[src/core/drive_pkg.sv]
package drive_pkg;

// ==========================================================
// clock and timing
localparam int CLK_MHZ = 10;
localparam int CW = 24;
localparam int T_HEAD_SETTLE_US = 50000;
localparam int T_TRK0_US = 2800;
localparam int T_HOLE_US = 400000;
localparam int T_STEP_SETTLE_US = 18000;
localparam int T_WG_OFF_US = 1000;
localparam int T_SIDE_US = 100;
localparam int T_READY_MAX_US = 800000;
localparam int T_RECAL_US = 255000;
localparam int T_RECAL_STEP_US = 3000;
localparam int T_REV_US = 200000;
localparam int HEAD_SETTLE_CYC = T_HEAD_SETTLE_US * CLK_MHZ;
localparam int TRK0_CYC = T_TRK0_US * CLK_MHZ;
localparam int HOLE_CYC = T_HOLE_US * CLK_MHZ;
localparam int STEP_SETTLE_CYC = T_STEP_SETTLE_US * CLK_MHZ;
localparam int WG_OFF_CYC = T_WG_OFF_US * CLK_MHZ;
localparam int SIDE_CYC = T_SIDE_US * CLK_MHZ;
localparam int READY_MAX_CYC = T_READY_MAX_US * CLK_MHZ;
localparam int RECAL_CYC = T_RECAL_US * CLK_MHZ;
localparam int RECAL_STEP_CYC = T_RECAL_STEP_US * CLK_MHZ;
localparam int REV_CYC = T_REV_US * CLK_MHZ;
localparam int REV_TOL_PCT = 6;
localparam int HALF_SPEED_MUL = 2;

// ==========================================================
// synchroniser bit positions
localparam int NSYNC = 16;
localparam int SI_SEL = 0;
localparam int SI_MOTOR = 4;
localparam int SI_DIR = 5;
localparam int SI_STEP = 6;
localparam int SI_WGATE = 7;
localparam int SI_WDATA = 8;
localparam int SI_SIDE = 9;
localparam int SI_SHARED = 10;
localparam int SI_INDEX = 11;
localparam int SI_DISK = 12;
localparam int SI_PROT = 13;
localparam int SI_ZERO = 14;
localparam int SI_FLUX = 15;
localparam logic [NSYNC-1:0] SYNC_IDLE = 16'h07FF;

// ==========================================================
// register map
localparam logic [3:0] REG_STRAP = 4'h0;
localparam logic [3:0] REG_STATUS = 4'h4;
localparam logic [1:0] RESP_OKAY = 2'h0;
localparam logic [1:0] RESP_DECERR = 2'h3;
localparam int SB_ADDR = 0;
localparam int SB_BUSY = 2;
localparam int SB_LOAD = 3;
localparam int SB_READY = 4;
localparam int SB_OPEN = 5;
localparam int SB_MOTOR = 6;
localparam int SB_RECAL = 7;
localparam int SB_IDXG = 8;
localparam int SB_RDG = 9;
localparam int SB_HARD = 10;
localparam int STRAP_W = 11;
localparam logic [STRAP_W-1:0] STRAP_RESET = 11'h114;

// ==========================================================
// drive states
typedef enum logic [4:0] {
    ST_IDLE = 5'h01,
    ST_SPIN = 5'h02,
    ST_PRE = 5'h04,
    ST_READY = 5'h08,
    ST_RECAL = 5'h10
} drive_state_t;

endpackage
[src/core/drive_ctl.sv]
`timescale 1ns/1ps
module drive_ctl
    import drive_pkg::*;
#(
    parameter int HEAD_SETTLE = HEAD_SETTLE_CYC,
    parameter int STEP_SETTLE = STEP_SETTLE_CYC,
    parameter int WG_OFF = WG_OFF_CYC,
    parameter int HOLE_WAIT = HOLE_CYC,
    parameter int READY_MAX = READY_MAX_CYC,
    parameter int RECAL_MAX = RECAL_CYC,
    parameter int RECAL_STEP = RECAL_STEP_CYC,
    parameter int REV = REV_CYC
) (
    input wire logic clk, // 10 MHz clock
    input wire logic sys_rst, // async reset, high
    input wire logic [3:0] drive_sel_n, // drive select lines
    input wire logic motor_on_n, // motor-on command
    input wire logic step_dir_n, // low = step in
    input wire logic step_n, // step pulse
    input wire logic write_gate_n, // write gate
    input wire logic write_data_n, // write data pulses
    input wire logic side_sel_n, // side one select
    input wire logic shared_n, // pin-four busy / head-load
    input wire logic index_hole, // hole sensor, high on hole
    input wire logic disk_in, // disk present sensor
    input wire logic protect_notch, // notch masked sensor
    input wire logic head_at_zero, // track-zero sensor
    input wire logic read_flux, // raw read pulse from channel
    output logic index_n, // index/sector output
    output logic track0_n, // track-zero output
    output logic wprot_n, // write-protect output
    output logic read_n, // read data output
    output logic ready_o, // ready terminal level
    output logic ready_oe, // ready terminal pull-down enable
    output logic head_load, // head load solenoid
    output logic spindle_on, // spindle motor run
    output logic indicator, // front indicator
    output logic step_pulse, // one-cycle step to actuator
    output logic step_in, // step direction, high = in
    output logic write_en, // write driver enable
    output logic erase_en, // erase head enable
    output logic write_pulse, // write data to head
    input wire logic [3:0] s_axi_awaddr, // write address
    input wire logic s_axi_awvalid, // write address valid
    output logic s_axi_awready, // write address ready
    input wire logic [31:0] s_axi_wdata, // write data
    input wire logic [3:0] s_axi_wstrb, // write strobes
    input wire logic s_axi_wvalid, // write data valid
    output logic s_axi_wready, // write data ready
    output logic [1:0] s_axi_bresp, // write response
    output logic s_axi_bvalid, // write response valid
    input wire logic s_axi_bready, // write response ready
    input wire logic [3:0] s_axi_araddr, // read address
    input wire logic s_axi_arvalid, // read address valid
    output logic s_axi_arready, // read address ready
    output logic [31:0] s_axi_rdata, // read data
    output logic [1:0] s_axi_rresp, // read response
    output logic s_axi_rvalid, // read data valid
    input wire logic s_axi_rready // read data ready
);

    // ==========================================================
    // elaboration checks
    localparam int REV_LO = REV - (REV * REV_TOL_PCT) / 100;
    localparam int REV_HI = REV + (REV * REV_TOL_PCT) / 100;
    localparam int REV_HALF = REV * HALF_SPEED_MUL;

    generate
        if (REV_HALF >= 2 ** CW || READY_MAX >= 2 ** CW || HOLE_WAIT >= 2 ** CW ||
            RECAL_MAX >= 2 ** CW || HEAD_SETTLE >= 2 ** CW || REV < 100 ||
            RECAL_STEP < 1 || STEP_SETTLE < 1 || WG_OFF < 1) begin : g_bad
            $error("drive_ctl: timing parameter out of range");
        end
    endgenerate

    function automatic logic [CW-1:0] sat_inc(input logic [CW-1:0] c);
        sat_inc = (c == {CW{1'b1}}) ? c : c + 1'b1;
    endfunction

    // ==========================================================
    // input synchronisers
    logic [NSYNC-1:0] raw;
    logic [NSYNC-1:0] sy1;
    logic [NSYNC-1:0] sy;
    logic [NSYNC-1:0] sy_d;

    assign raw = {read_flux, head_at_zero, protect_notch, disk_in, index_hole, shared_n,
                  side_sel_n, write_data_n, write_gate_n, step_n, step_dir_n, motor_on_n,
                  drive_sel_n};

    genvar gi;
    generate
        for (gi = 0; gi < NSYNC; gi++) begin : g_sync
            always_ff @(posedge clk or posedge sys_rst) begin
                if (sys_rst) begin
                    sy1[gi] <= SYNC_IDLE[gi];
                    sy[gi] <= SYNC_IDLE[gi];
                    sy_d[gi] <= SYNC_IDLE[gi];
                end else begin
                    sy1[gi] <= raw[gi];
                    sy[gi] <= sy1[gi];
                    sy_d[gi] <= sy[gi];
                end
            end
        end
    endgenerate

    // ==========================================================
    // straps and decoded inputs
    logic [STRAP_W-1:0] strap;
    drive_state_t state;
    drive_state_t next_state;
    logic [CW-1:0] hl_cnt;
    logic [CW-1:0] step_cnt;
    logic [CW-1:0] wg_cnt;
    logic [CW-1:0] side_cnt;
    logic [CW-1:0] spin_cnt;
    logic [CW-1:0] idx_cnt;
    logic [CW-1:0] rc_cnt;
    logic [CW-1:0] rs_cnt;
    logic recal_pend;
    logic recal_fail;
    logic spinup_late;

    wire [1:0] addr_strap = strap[SB_ADDR +: 2];
    wire selected = ~sy[SI_SEL + addr_strap];
    wire motor_cmd = ~sy[SI_MOTOR];
    wire dir_in = ~sy[SI_DIR];
    wire wgate = ~sy[SI_WGATE];
    wire wdata = ~sy[SI_WDATA];
    wire pin4 = ~sy[SI_SHARED];
    wire disk = sy[SI_DISK];
    wire protect = sy[SI_PROT];
    wire at_zero = sy[SI_ZERO];
    wire flux = sy[SI_FLUX];
    wire step_edge = sy[SI_STEP] & ~sy_d[SI_STEP]; // trailing edge of step pulse
    wire index_edge = sy[SI_INDEX] & ~sy_d[SI_INDEX];
    wire side_edge = sy[SI_SIDE] ^ sy_d[SI_SIDE];

    // pin four is shared out by the two function straps
    wire busy = strap[SB_BUSY] & pin4;
    wire load_req = strap[SB_LOAD] ? (pin4 & selected) : selected;
    wire is_ready = (state == ST_READY);
    wire is_pre = (state == ST_PRE);
    wire in_recal = (state == ST_RECAL);
    wire next_head = (is_ready | is_pre) & load_req;
    wire next_ind = selected | busy;
    wire next_spin = motor_cmd | (strap[SB_MOTOR] & next_ind);
    wire wg_eff = selected & wgate & ~protect;

    // step refused while writing, at track zero going out, or recalibrating
    wire host_step = step_edge & selected & ~wg_eff & ~(at_zero & ~dir_in) & ~in_recal;
    wire recal_step = in_recal & ~at_zero & (rs_cnt >= CW'(RECAL_STEP));
    wire recal_done = in_recal & (at_zero | rc_cnt >= CW'(RECAL_MAX));

    // ==========================================================
    // spindle speed qualification
    wire half_ok = idx_cnt < CW'(REV_HALF);
    wire tol_ok = (idx_cnt >= CW'(REV_LO)) & (idx_cnt <= CW'(REV_HI));
    wire idx_lost = idx_cnt >= CW'(REV_HALF);
    wire spin_ok = spindle_on & disk;

    always_comb begin
        next_state = state;
        case (state)
            ST_IDLE: begin
                if (recal_pend & strap[SB_RECAL]) begin
                    next_state = ST_RECAL;
                end else if (spin_ok) begin
                    next_state = ST_SPIN;
                end
            end
            ST_SPIN: begin
                if (!spin_ok) begin
                    next_state = ST_IDLE;
                end else if (index_edge & half_ok) begin
                    next_state = ST_PRE;
                end
            end
            ST_PRE: begin
                if (!spin_ok) begin
                    next_state = ST_IDLE;
                end else if (idx_lost | (index_edge & ~half_ok)) begin
                    next_state = ST_SPIN;
                end else if (index_edge & tol_ok & motor_cmd) begin
                    next_state = ST_READY;
                end
            end
            ST_READY: begin
                if (!spin_ok) begin
                    next_state = ST_IDLE;
                end else if (!motor_cmd | idx_lost | (index_edge & ~tol_ok)) begin
                    next_state = ST_PRE;
                end
            end
            ST_RECAL: begin
                if (recal_done) begin
                    next_state = ST_IDLE;
                end
            end
            default: next_state = ST_IDLE;
        endcase
    end

    always_ff @(posedge clk or posedge sys_rst) begin
        if (sys_rst) begin
            state <= ST_IDLE;
            recal_pend <= 1'b1;
        end else begin
            state <= next_state;
            recal_pend <= 1'b0;
        end
    end

    // ==========================================================
    // elapsed-time counters, saturating
    always_ff @(posedge clk or posedge sys_rst) begin
        if (sys_rst) begin
            hl_cnt <= '0;
            step_cnt <= {CW{1'b1}};
            wg_cnt <= {CW{1'b1}};
            side_cnt <= {CW{1'b1}};
        end else begin
            hl_cnt <= head_load ? sat_inc(hl_cnt) : '0;
            step_cnt <= (host_step | recal_step) ? '0 : sat_inc(step_cnt);
            wg_cnt <= wg_eff ? '0 : sat_inc(wg_cnt);
            side_cnt <= side_edge ? '0 : sat_inc(side_cnt);
        end
    end

    always_ff @(posedge clk or posedge sys_rst) begin
        if (sys_rst) begin
            spin_cnt <= '0;
            idx_cnt <= {CW{1'b1}};
            rc_cnt <= '0;
            rs_cnt <= '0;
        end else begin
            spin_cnt <= spin_ok ? sat_inc(spin_cnt) : '0;
            idx_cnt <= index_edge ? '0 : sat_inc(idx_cnt);
            rc_cnt <= in_recal ? sat_inc(rc_cnt) : '0;
            rs_cnt <= (!in_recal | recal_step) ? '0 : sat_inc(rs_cnt);
        end
    end

    // status flags: spinup_late cleared by spin_ok going away, recal_fail only by reset
    always_ff @(posedge clk or posedge sys_rst) begin
        if (sys_rst) begin
            recal_fail <= 1'b0;
            spinup_late <= 1'b0;
        end else begin
            if (recal_done & ~at_zero) begin
                recal_fail <= 1'b1;
            end
            if (!spin_ok) begin
                spinup_late <= 1'b0;
            end else if (!is_ready & motor_cmd & spin_cnt >= CW'(READY_MAX)) begin
                spinup_late <= 1'b1;
            end
        end
    end

    // ==========================================================
    // output gating
    wire settled = hl_cnt >= CW'(HEAD_SETTLE);
    wire hole_ok = spin_cnt >= CW'(HOLE_WAIT);
    wire read_quiet = settled & (step_cnt >= CW'(STEP_SETTLE)) &
                      (wg_cnt >= CW'(WG_OFF)) & (side_cnt >= CW'(SIDE_CYC));
    wire read_valid = is_ready & read_quiet;
    wire idx_gate = selected & (strap[SB_IDXG] | is_ready);
    wire rd_gate = selected & (~strap[SB_RDG] | is_ready) & read_quiet;
    // hard-sectored media cannot qualify ready, so the terminal stays released
    wire rdy_drive = strap[SB_READY] & ~strap[SB_HARD] & selected & is_ready;

    always_ff @(posedge clk or posedge sys_rst) begin
        if (sys_rst) begin
            index_n <= 1'b1;
            track0_n <= 1'b1;
            wprot_n <= 1'b1;
            read_n <= 1'b1;
            ready_o <= 1'b0;
            ready_oe <= 1'b0;
        end else begin
            index_n <= ~(idx_gate & sy[SI_INDEX]);
            track0_n <= ~(selected & at_zero);
            wprot_n <= ~(selected & protect);
            read_n <= ~(rd_gate & flux);
            ready_o <= 1'b0;
            ready_oe <= rdy_drive;
        end
    end

    always_ff @(posedge clk or posedge sys_rst) begin
        if (sys_rst) begin
            head_load <= 1'b0;
            spindle_on <= 1'b0;
            indicator <= 1'b0;
            step_pulse <= 1'b0;
            step_in <= 1'b0;
            write_en <= 1'b0;
            erase_en <= 1'b0;
            write_pulse <= 1'b0;
        end else begin
            head_load <= next_head;
            spindle_on <= next_spin;
            indicator <= next_ind;
            step_pulse <= host_step | recal_step;
            step_in <= in_recal ? 1'b0 : dir_in;
            write_en <= wg_eff;
            erase_en <= wg_eff;
            write_pulse <= wg_eff & wdata;
        end
    end

    // ==========================================================
    // register slave
    wire ar_map = (s_axi_araddr == REG_STRAP) | (s_axi_araddr == REG_STATUS);
    wire wr_go = ~s_axi_awready & ~s_axi_wready & ~s_axi_bvalid;
    logic [3:0] aw_addr;
    logic [31:0] w_data;
    logic [3:0] w_strb;
    wire [31:0] strap_word = {21'h000000, strap};
    wire [31:0] status_word = {17'h00000, at_zero, write_en, spindle_on, selected,
                               recal_fail, spinup_late, hole_ok, settled, head_load,
                               read_valid, state};
    wire [31:0] rd_word = (s_axi_araddr == REG_STRAP) ? strap_word :
                          (s_axi_araddr == REG_STATUS) ? status_word : 32'h00000000;
    wire [STRAP_W-1:0] strap_wr = {w_strb[1] ? w_data[10:8] : strap[10:8],
                                  w_strb[0] ? w_data[7:0] : strap[7:0]};

    always_ff @(posedge clk or posedge sys_rst) begin
        if (sys_rst) begin
            s_axi_awready <= 1'b1;
            s_axi_wready <= 1'b1;
            s_axi_bvalid <= 1'b0;
            s_axi_bresp <= RESP_OKAY;
            aw_addr <= '0;
            w_data <= '0;
            w_strb <= '0;
            strap <= STRAP_RESET;
        end else begin
            if (s_axi_awvalid & s_axi_awready) begin
                s_axi_awready <= 1'b0;
                aw_addr <= s_axi_awaddr;
            end
            if (s_axi_wvalid & s_axi_wready) begin
                s_axi_wready <= 1'b0;
                w_data <= s_axi_wdata;
                w_strb <= s_axi_wstrb;
            end
            if (wr_go) begin
                s_axi_bvalid <= 1'b1;
                s_axi_bresp <= (aw_addr == REG_STRAP || aw_addr == REG_STATUS) ?
                               RESP_OKAY : RESP_DECERR;
                if (aw_addr == REG_STRAP) begin
                    strap <= strap_wr;
                end
            end
            if (s_axi_bvalid & s_axi_bready) begin
                s_axi_bvalid <= 1'b0;
                s_axi_awready <= 1'b1;
                s_axi_wready <= 1'b1;
            end
        end
    end

    always_ff @(posedge clk or posedge sys_rst) begin
        if (sys_rst) begin
            s_axi_arready <= 1'b1;
            s_axi_rvalid <= 1'b0;
            s_axi_rdata <= '0;
            s_axi_rresp <= RESP_OKAY;
        end else begin
            if (s_axi_arvalid & s_axi_arready) begin
                s_axi_arready <= 1'b0;
                s_axi_rvalid <= 1'b1;
                s_axi_rdata <= rd_word;
                s_axi_rresp <= ar_map ? RESP_OKAY : RESP_DECERR;
            end else if (s_axi_rvalid & s_axi_rready) begin
                s_axi_rvalid <= 1'b0;
                s_axi_arready <= 1'b1;
            end
        end
    end

endmodule

[config.mk]
export PLATFORM = sky130hd
export DESIGN_NAME = drive_ctl
export DESIGN_NICKNAME = d
export VERILOG_FILES = /design/src/core/drive_pkg.sv /design/src/core/drive_ctl.sv
export SDC_FILE = /design/constraint.sdc
export NUM_CORES = 1
export LEC_CHECK = 0
export BUFFER_PORTS_ARGS = -buffer_cell sky130_fd_sc_hd__buf_2
export CAP_MARGIN = 20
export CELL_PAD_IN_SITES_DETAIL_PLACEMENT = 0
export CELL_PAD_IN_SITES_GLOBAL_PLACEMENT = 2
export CORE_ASPECT_RATIO = 1.25
export CORE_MARGIN = 4
export CORE_UTILIZATION = 35
export CTS_CLUSTER_SIZE = 25
export DETAILED_ROUTE_END_ITERATION = 10
export PLACE_DENSITY_LB_ADDON = 0.2
export SYNTH_ARGS = -nofsm -noshare
export SYNTH_HDL_FRONTEND = slang
export SYNTH_SLANG_ARGS = --single-unit
export TNS_END_PERCENT = 10
[constraint.sdc]
create_clock -name clk -period 9.2 [get_ports clk]
set_clock_uncertainty 0.2 [all_clocks]
set_input_delay 1.84 -clock clk [delete_from_list [all_inputs] [get_ports clk]]
set_output_delay 1.84 -clock clk [all_outputs]
set_load 0.005 [all_outputs]
-- Word level (Yosys, flattened, before mapping)
Index checks and enable logic that the tools add are counted.
- flip-flop bits (word level): 316
- bits of input ports: 67
- output and inout bits: 55
- add/sub/neg operators: 8
- $lt $le $gt $ge: 13
- equal/unequal tests: 29
- multiplexer cells: 47
- bitwise operators: 86
- reductions and logical operators: 12
- operator list (operator ; number):
    $mux 24 ; 16
    $add 24x1->24 const B ; 8
    $eq 24x24->1 const B ; 8
    $ge 24x22->1 const B ; 3
    $mux 5 ; 10
    $and 1x1->1 ; 49
    $mux 15 ; 2
    $pmux 5 s5 ; 1
    $ge 24x10->1 const B ; 1
    $ge 24x14->1 const B ; 1
    $ge 24x15->1 const B ; 1
    $ge 24x18->1 const B ; 1
    $ge 24x19->1 const B ; 1
    $ge 24x21->1 const B ; 1
    $ge 24x23->1 const B ; 1
    $le 24x22->1 const B ; 1
    $lt 24x22->1 const B ; 1
    $not 1->1 ; 24
    $mux 1 ; 15
    $ne 2x2->1 const B ; 7
    $or 1x1->1 ; 12
    $eq 4x3->1 const B ; 2
    $logic_not 4->1 ; 2
    $reduce_bool 2->1 ; 4
    other kinds (17) ; 23

-- Longest topological paths before layout
- word-level depth: 11
- depth in mapped cells: 8
- gate-level depth less buffers: 8

-- Worst setup path before layout
No wires, ideal clock.
- kind: input to register
- start: input port s_axi_araddr[2]
- end: register s_axi_rdata[8]
- data arrival time: 2.813 ns
- data required time: 8.878 ns
- slack: 6.065 ns
- cell stages on the path: 5
- cell sequence: clkbuf_1 -> buf_1 -> o311ai_0 -> o2111ai_1 -> nand2_1
- longest elaborated chain between the ends: 3
- elaborated cells on any way between the ends: 4
- ends and longest elaborated chain (what ; RTL line ; source):
    start, declared ; drive_ctl.sv:53 ; input wire logic [3:0] s_axi_araddr,
    $eq 4x3->1 ; drive_ctl.sv:326 ; (s_axi_araddr == REG_STATUS) ? status_word : 32'h00000000;
    $mux 15 ; drive_ctl.sv:326 ;
    $mux 15 * ; drive_ctl.sv:325 ; wire [31:0] rd_word = (s_axi_araddr == REG_STRAP) ? strap_word :
    end signal, assigned ; drive_ctl.sv:376 ; s_axi_rdata <= rd_word;
    end, declared ; drive_ctl.sv:56 ; output logic [31:0] s_axi_rdata,
Every way passes the cells marked *; elsewhere a longest branch is shown, timed or not.
A chain may end at the register's enable or synchronous reset.

-- Worst setup path in the final report
- start: register head_load
- end: output port head_load
- RTL lines (what ; RTL line ; source):
    start, declared ; drive_ctl.sv:35 ; output logic head_load,
    start signal, assigned ; drive_ctl.sv:303 ; head_load <= next_head;
No word-level cell between the ends.

==> results.md <==
* Max cap viols at 0
* # hold bufs at CTS at 0
* Ant diodes at 0
* Post-Syn Area per Cell at 10.1 sq um
* Area share of the largest cell type after synthesis at 0.276
* Fin. max-slew vios at 0
* CTS tree: done
* Post-synthesis cell count at 1,474
* RePlAce Congestion at 0.770
* Chip height at 239 um
* Tmin final at 3.40 ns
* Most frequent cells in the layout: 209 x nor2_1, 165 x dfrtp_1, 132 x dfstp_2
* Synth unique cells at 81
* HP Class: reg -> reg
* Switch share at 0.270
* Max Fanout on Critical Path at 10
* Sequential share of the synthesized area at 0.509
* Post-CTS sizing at 0
* FMAX at 294 MHz
* Internal at 0.00247 W
* Total wire length at 34,700 um
* Total core area at 42,100 sq um
* Met3 Usage GRT at 0.0286
* Antenna violations before repair at 0
* Top delay family on crit path: flip-flops
* Critical path type: reg -> out
* Worst Path Required at 7.16 ns
* DR pass1 iterations at 5
* Gr busiest metal: met2
* Remaining antenna violation count at 0
* PD cells at 200 nW/um^2
* Area leader, netlist: dfrtp_1
* H-tree depth at 2
* Avg WL per Cell at 16.2 um
* GRT Residual Overflow at 0
* Crit-path cells: buf_2
* Worst IR Drop VDD at 0.163 mV
* # DRC at 0
* Setup TNS at 0 ns
* Worst path max stage delay at 0.63 ns
* Post-CTS setup buffer count at 0
* Routed via count at 10.7k
* Area grow syn2layout at 13.4%
* DP HPWL at 24,000 um
* Crit path buf inv count at 1
* Status: finished, final reports clean
* First-pass GRT wire length at 57,400 um
* Crit end category: primary output
* Final Cycle Share at 0.370
* Slowest cell on crit path: dfrtp_1
* Met1 global-route usage at 0.206
* FILL cells at 4,252
* Clock group share of total power at 0.405
* Unrepaired setup endpoints after global routing: no
* EDFF count, synth at 0
* Leak at 6.70 nW
* Depth of the worst hold-timing path at 0
* Final hold slack at 0.149 ns
* Die Wd at 193 um
* Logic pwr share at 0.119
* Prevailing post-synth register cell: dfrtp_1
* Worst rel slew slack at 0.387
* Async set-reset flop share out of synthesis at 1.00
* YS warnings at 0
* Leading cell type in the layout, fill and taps excluded: nor2_1
* Clk_lat worst skew at 0.53 ns
* Nets at 1,633
* Largest net degree at the start of global routing at 153
* Gr usage total at 0.153
* WP data arrival at 1.36 ns
* Number of I/O port buffers at 80
* Vias in the first global route at 10.8k
* Layout cells sized above 1 at 0.224
* DRT iter0 DRCs at 362
* CP Launch Type: flip-flop
* Slew @ Worst Pin at 0.920 ns
* Clock Root Buffer: clkbuf_16
* Io pins at 122
* Reg2Reg Depth at 7
* CTS sink count at 297
* M2 GR Usage at 0.250
* Top post-synthesis cells by area: dfrtp_1 28%, dfstp_2 23%, nor2_1 5.3%
* Clk pin slew, worst setup/hold paths at 0.06 ns
* Initial Util at 0.354
* Final setup viols at 0
* Drt via density at 5.03
* Switching power at 0.000913 W
* Final count of hold timing violations at 0
* Post-synthesis cell area at 14,900 sq um
* Number of cells on the critical path at 1
* Full die area at 46,100 sq um
* #FFs+latches synth at 297
* Core Rows at 84
* Seq pwr share at 0.477
* Clk buf depth at 3
* CTS Buf Count at 35
[cell usage after synthesis (28+ instances only)]
| master | n |
|---|---|
| a21oi_1 | 38 |
| and3_1 | 35 |
| dfrtp_1 | 165 |
| dfstp_2 | 132 |
| inv_1 | 41 |
| mux2_2 | 28 |
| nand2_1 | 127 |
| nand3_1 | 72 |
| nand4_1 | 37 |
| nor2_1 | 209 |
| nor3_1 | 61 |
| nor4_1 | 30 |
| o21ai_0 | 36 |
| xnor2_1 | 89 |
| xor2_1 | 60 |
[kinds of logic after synthesis]
family | share of synthesized area
muxes | 0.0340
adders and majority gates | 0.0134
buffers and inverters | 0.0372
AOI/OAI and AO/OA | 0.0601
and+or+nand+nor | 0.259
xor gates and xnor gates | 0.0874
other | 0.000251
DFF | 0.509
[per-stage QoR]
step                      worst slack [ns]  cells  power [W]  instance area (sq um)   util
after floorplan                       3.32   1492    0.00188                  15000      -
after global placement                5.50   2072    0.00204                  15800  0.375
after detailed placement              5.44   2072    0.00205                  15800  0.375
after CTS                             5.75   2135    0.00346                  16900  0.402
after global routing                  5.71   2135    0.00358                  16900  0.402
final                                 5.80   2135    0.00338                  16900  0.402
[per-layer routing]
| metal | vias up | part of all wire |
|---|---|---|
| met4 | 0 | 0.025 |
| met5 | - | 0 |
| met3 | 47 | 0.039 |
| met1 | 5256 | 0.46 |
| li1 | 5295 | - |
| met2 | 135 | 0.47 |
[layout make-up]
class | instances | area (sq um) | area share
Sequential cell | 297 | 7600 | 0.448
Timing Repair Buffer | 91 | 495 | 0.0292
Tap cell | 559 | 699 | 0.0413
Clock buffer | 53 | 1040 | 0.0612
Clock inverter | 10 | 90.1 | 0.00532
Multi-Input combinational cell | 1084 | 6870 | 0.405
Inverter | 41 | 158 | 0.00931
[sequential cells by signal (all words and copies together), names as in the netlist, 4 cells and up]
name,flops
hl_cnt,24
rs_cnt,24
sy,12
spin_cnt,24
idx_cnt,24
state,5
aw_addr,4
s_axi_rdata,15
strap,11
w_data,11
step_cnt,24
side_cnt,24
wg_cnt,24
sy1,16
rc_cnt,24
[path summary, 6_finish.rpt]
kind                            slack [ns]                       to              startpoint
worst min-delay path                  0.15           flux$_DFF_PP0_       sy1[15]$_DFF_PP0_
max in group asynchronous             6.11     strap[1]$_DFFE_PP0P_                 sys_rst
worst max register to register        6.57  idx_cnt[23]$_DFFE_PP1P_  idx_cnt[1]$_DFFE_PP1P_
worst min register to register        0.15           flux$_DFF_PP0_       sy1[15]$_DFF_PP0_
worst max-delay path                  5.80                head_load     head_load$_DFF_PP0_
min in group asynchronous             1.29   rs_cnt[19]$_DFFE_PP0P_                 sys_rst
[power by group through the flow]
| stage | logic, W | clock network [W] | registers (W) |
|---|---|---|---|
| after floorplan | 0.000305 | 0 | 0.00158 |
| after global placement | 0.000405 | 0 | 0.00163 |
| after detailed placement | 0.000412 | 0 | 0.00163 |
| after CTS | 0.000414 | 0.00143 | 0.00161 |
| after global routing | 0.000460 | 0.00148 | 0.00163 |
| final | 0.000401 | 0.00137 | 0.00161 |
No activity file was read; power rests on OpenSTA's default activity.
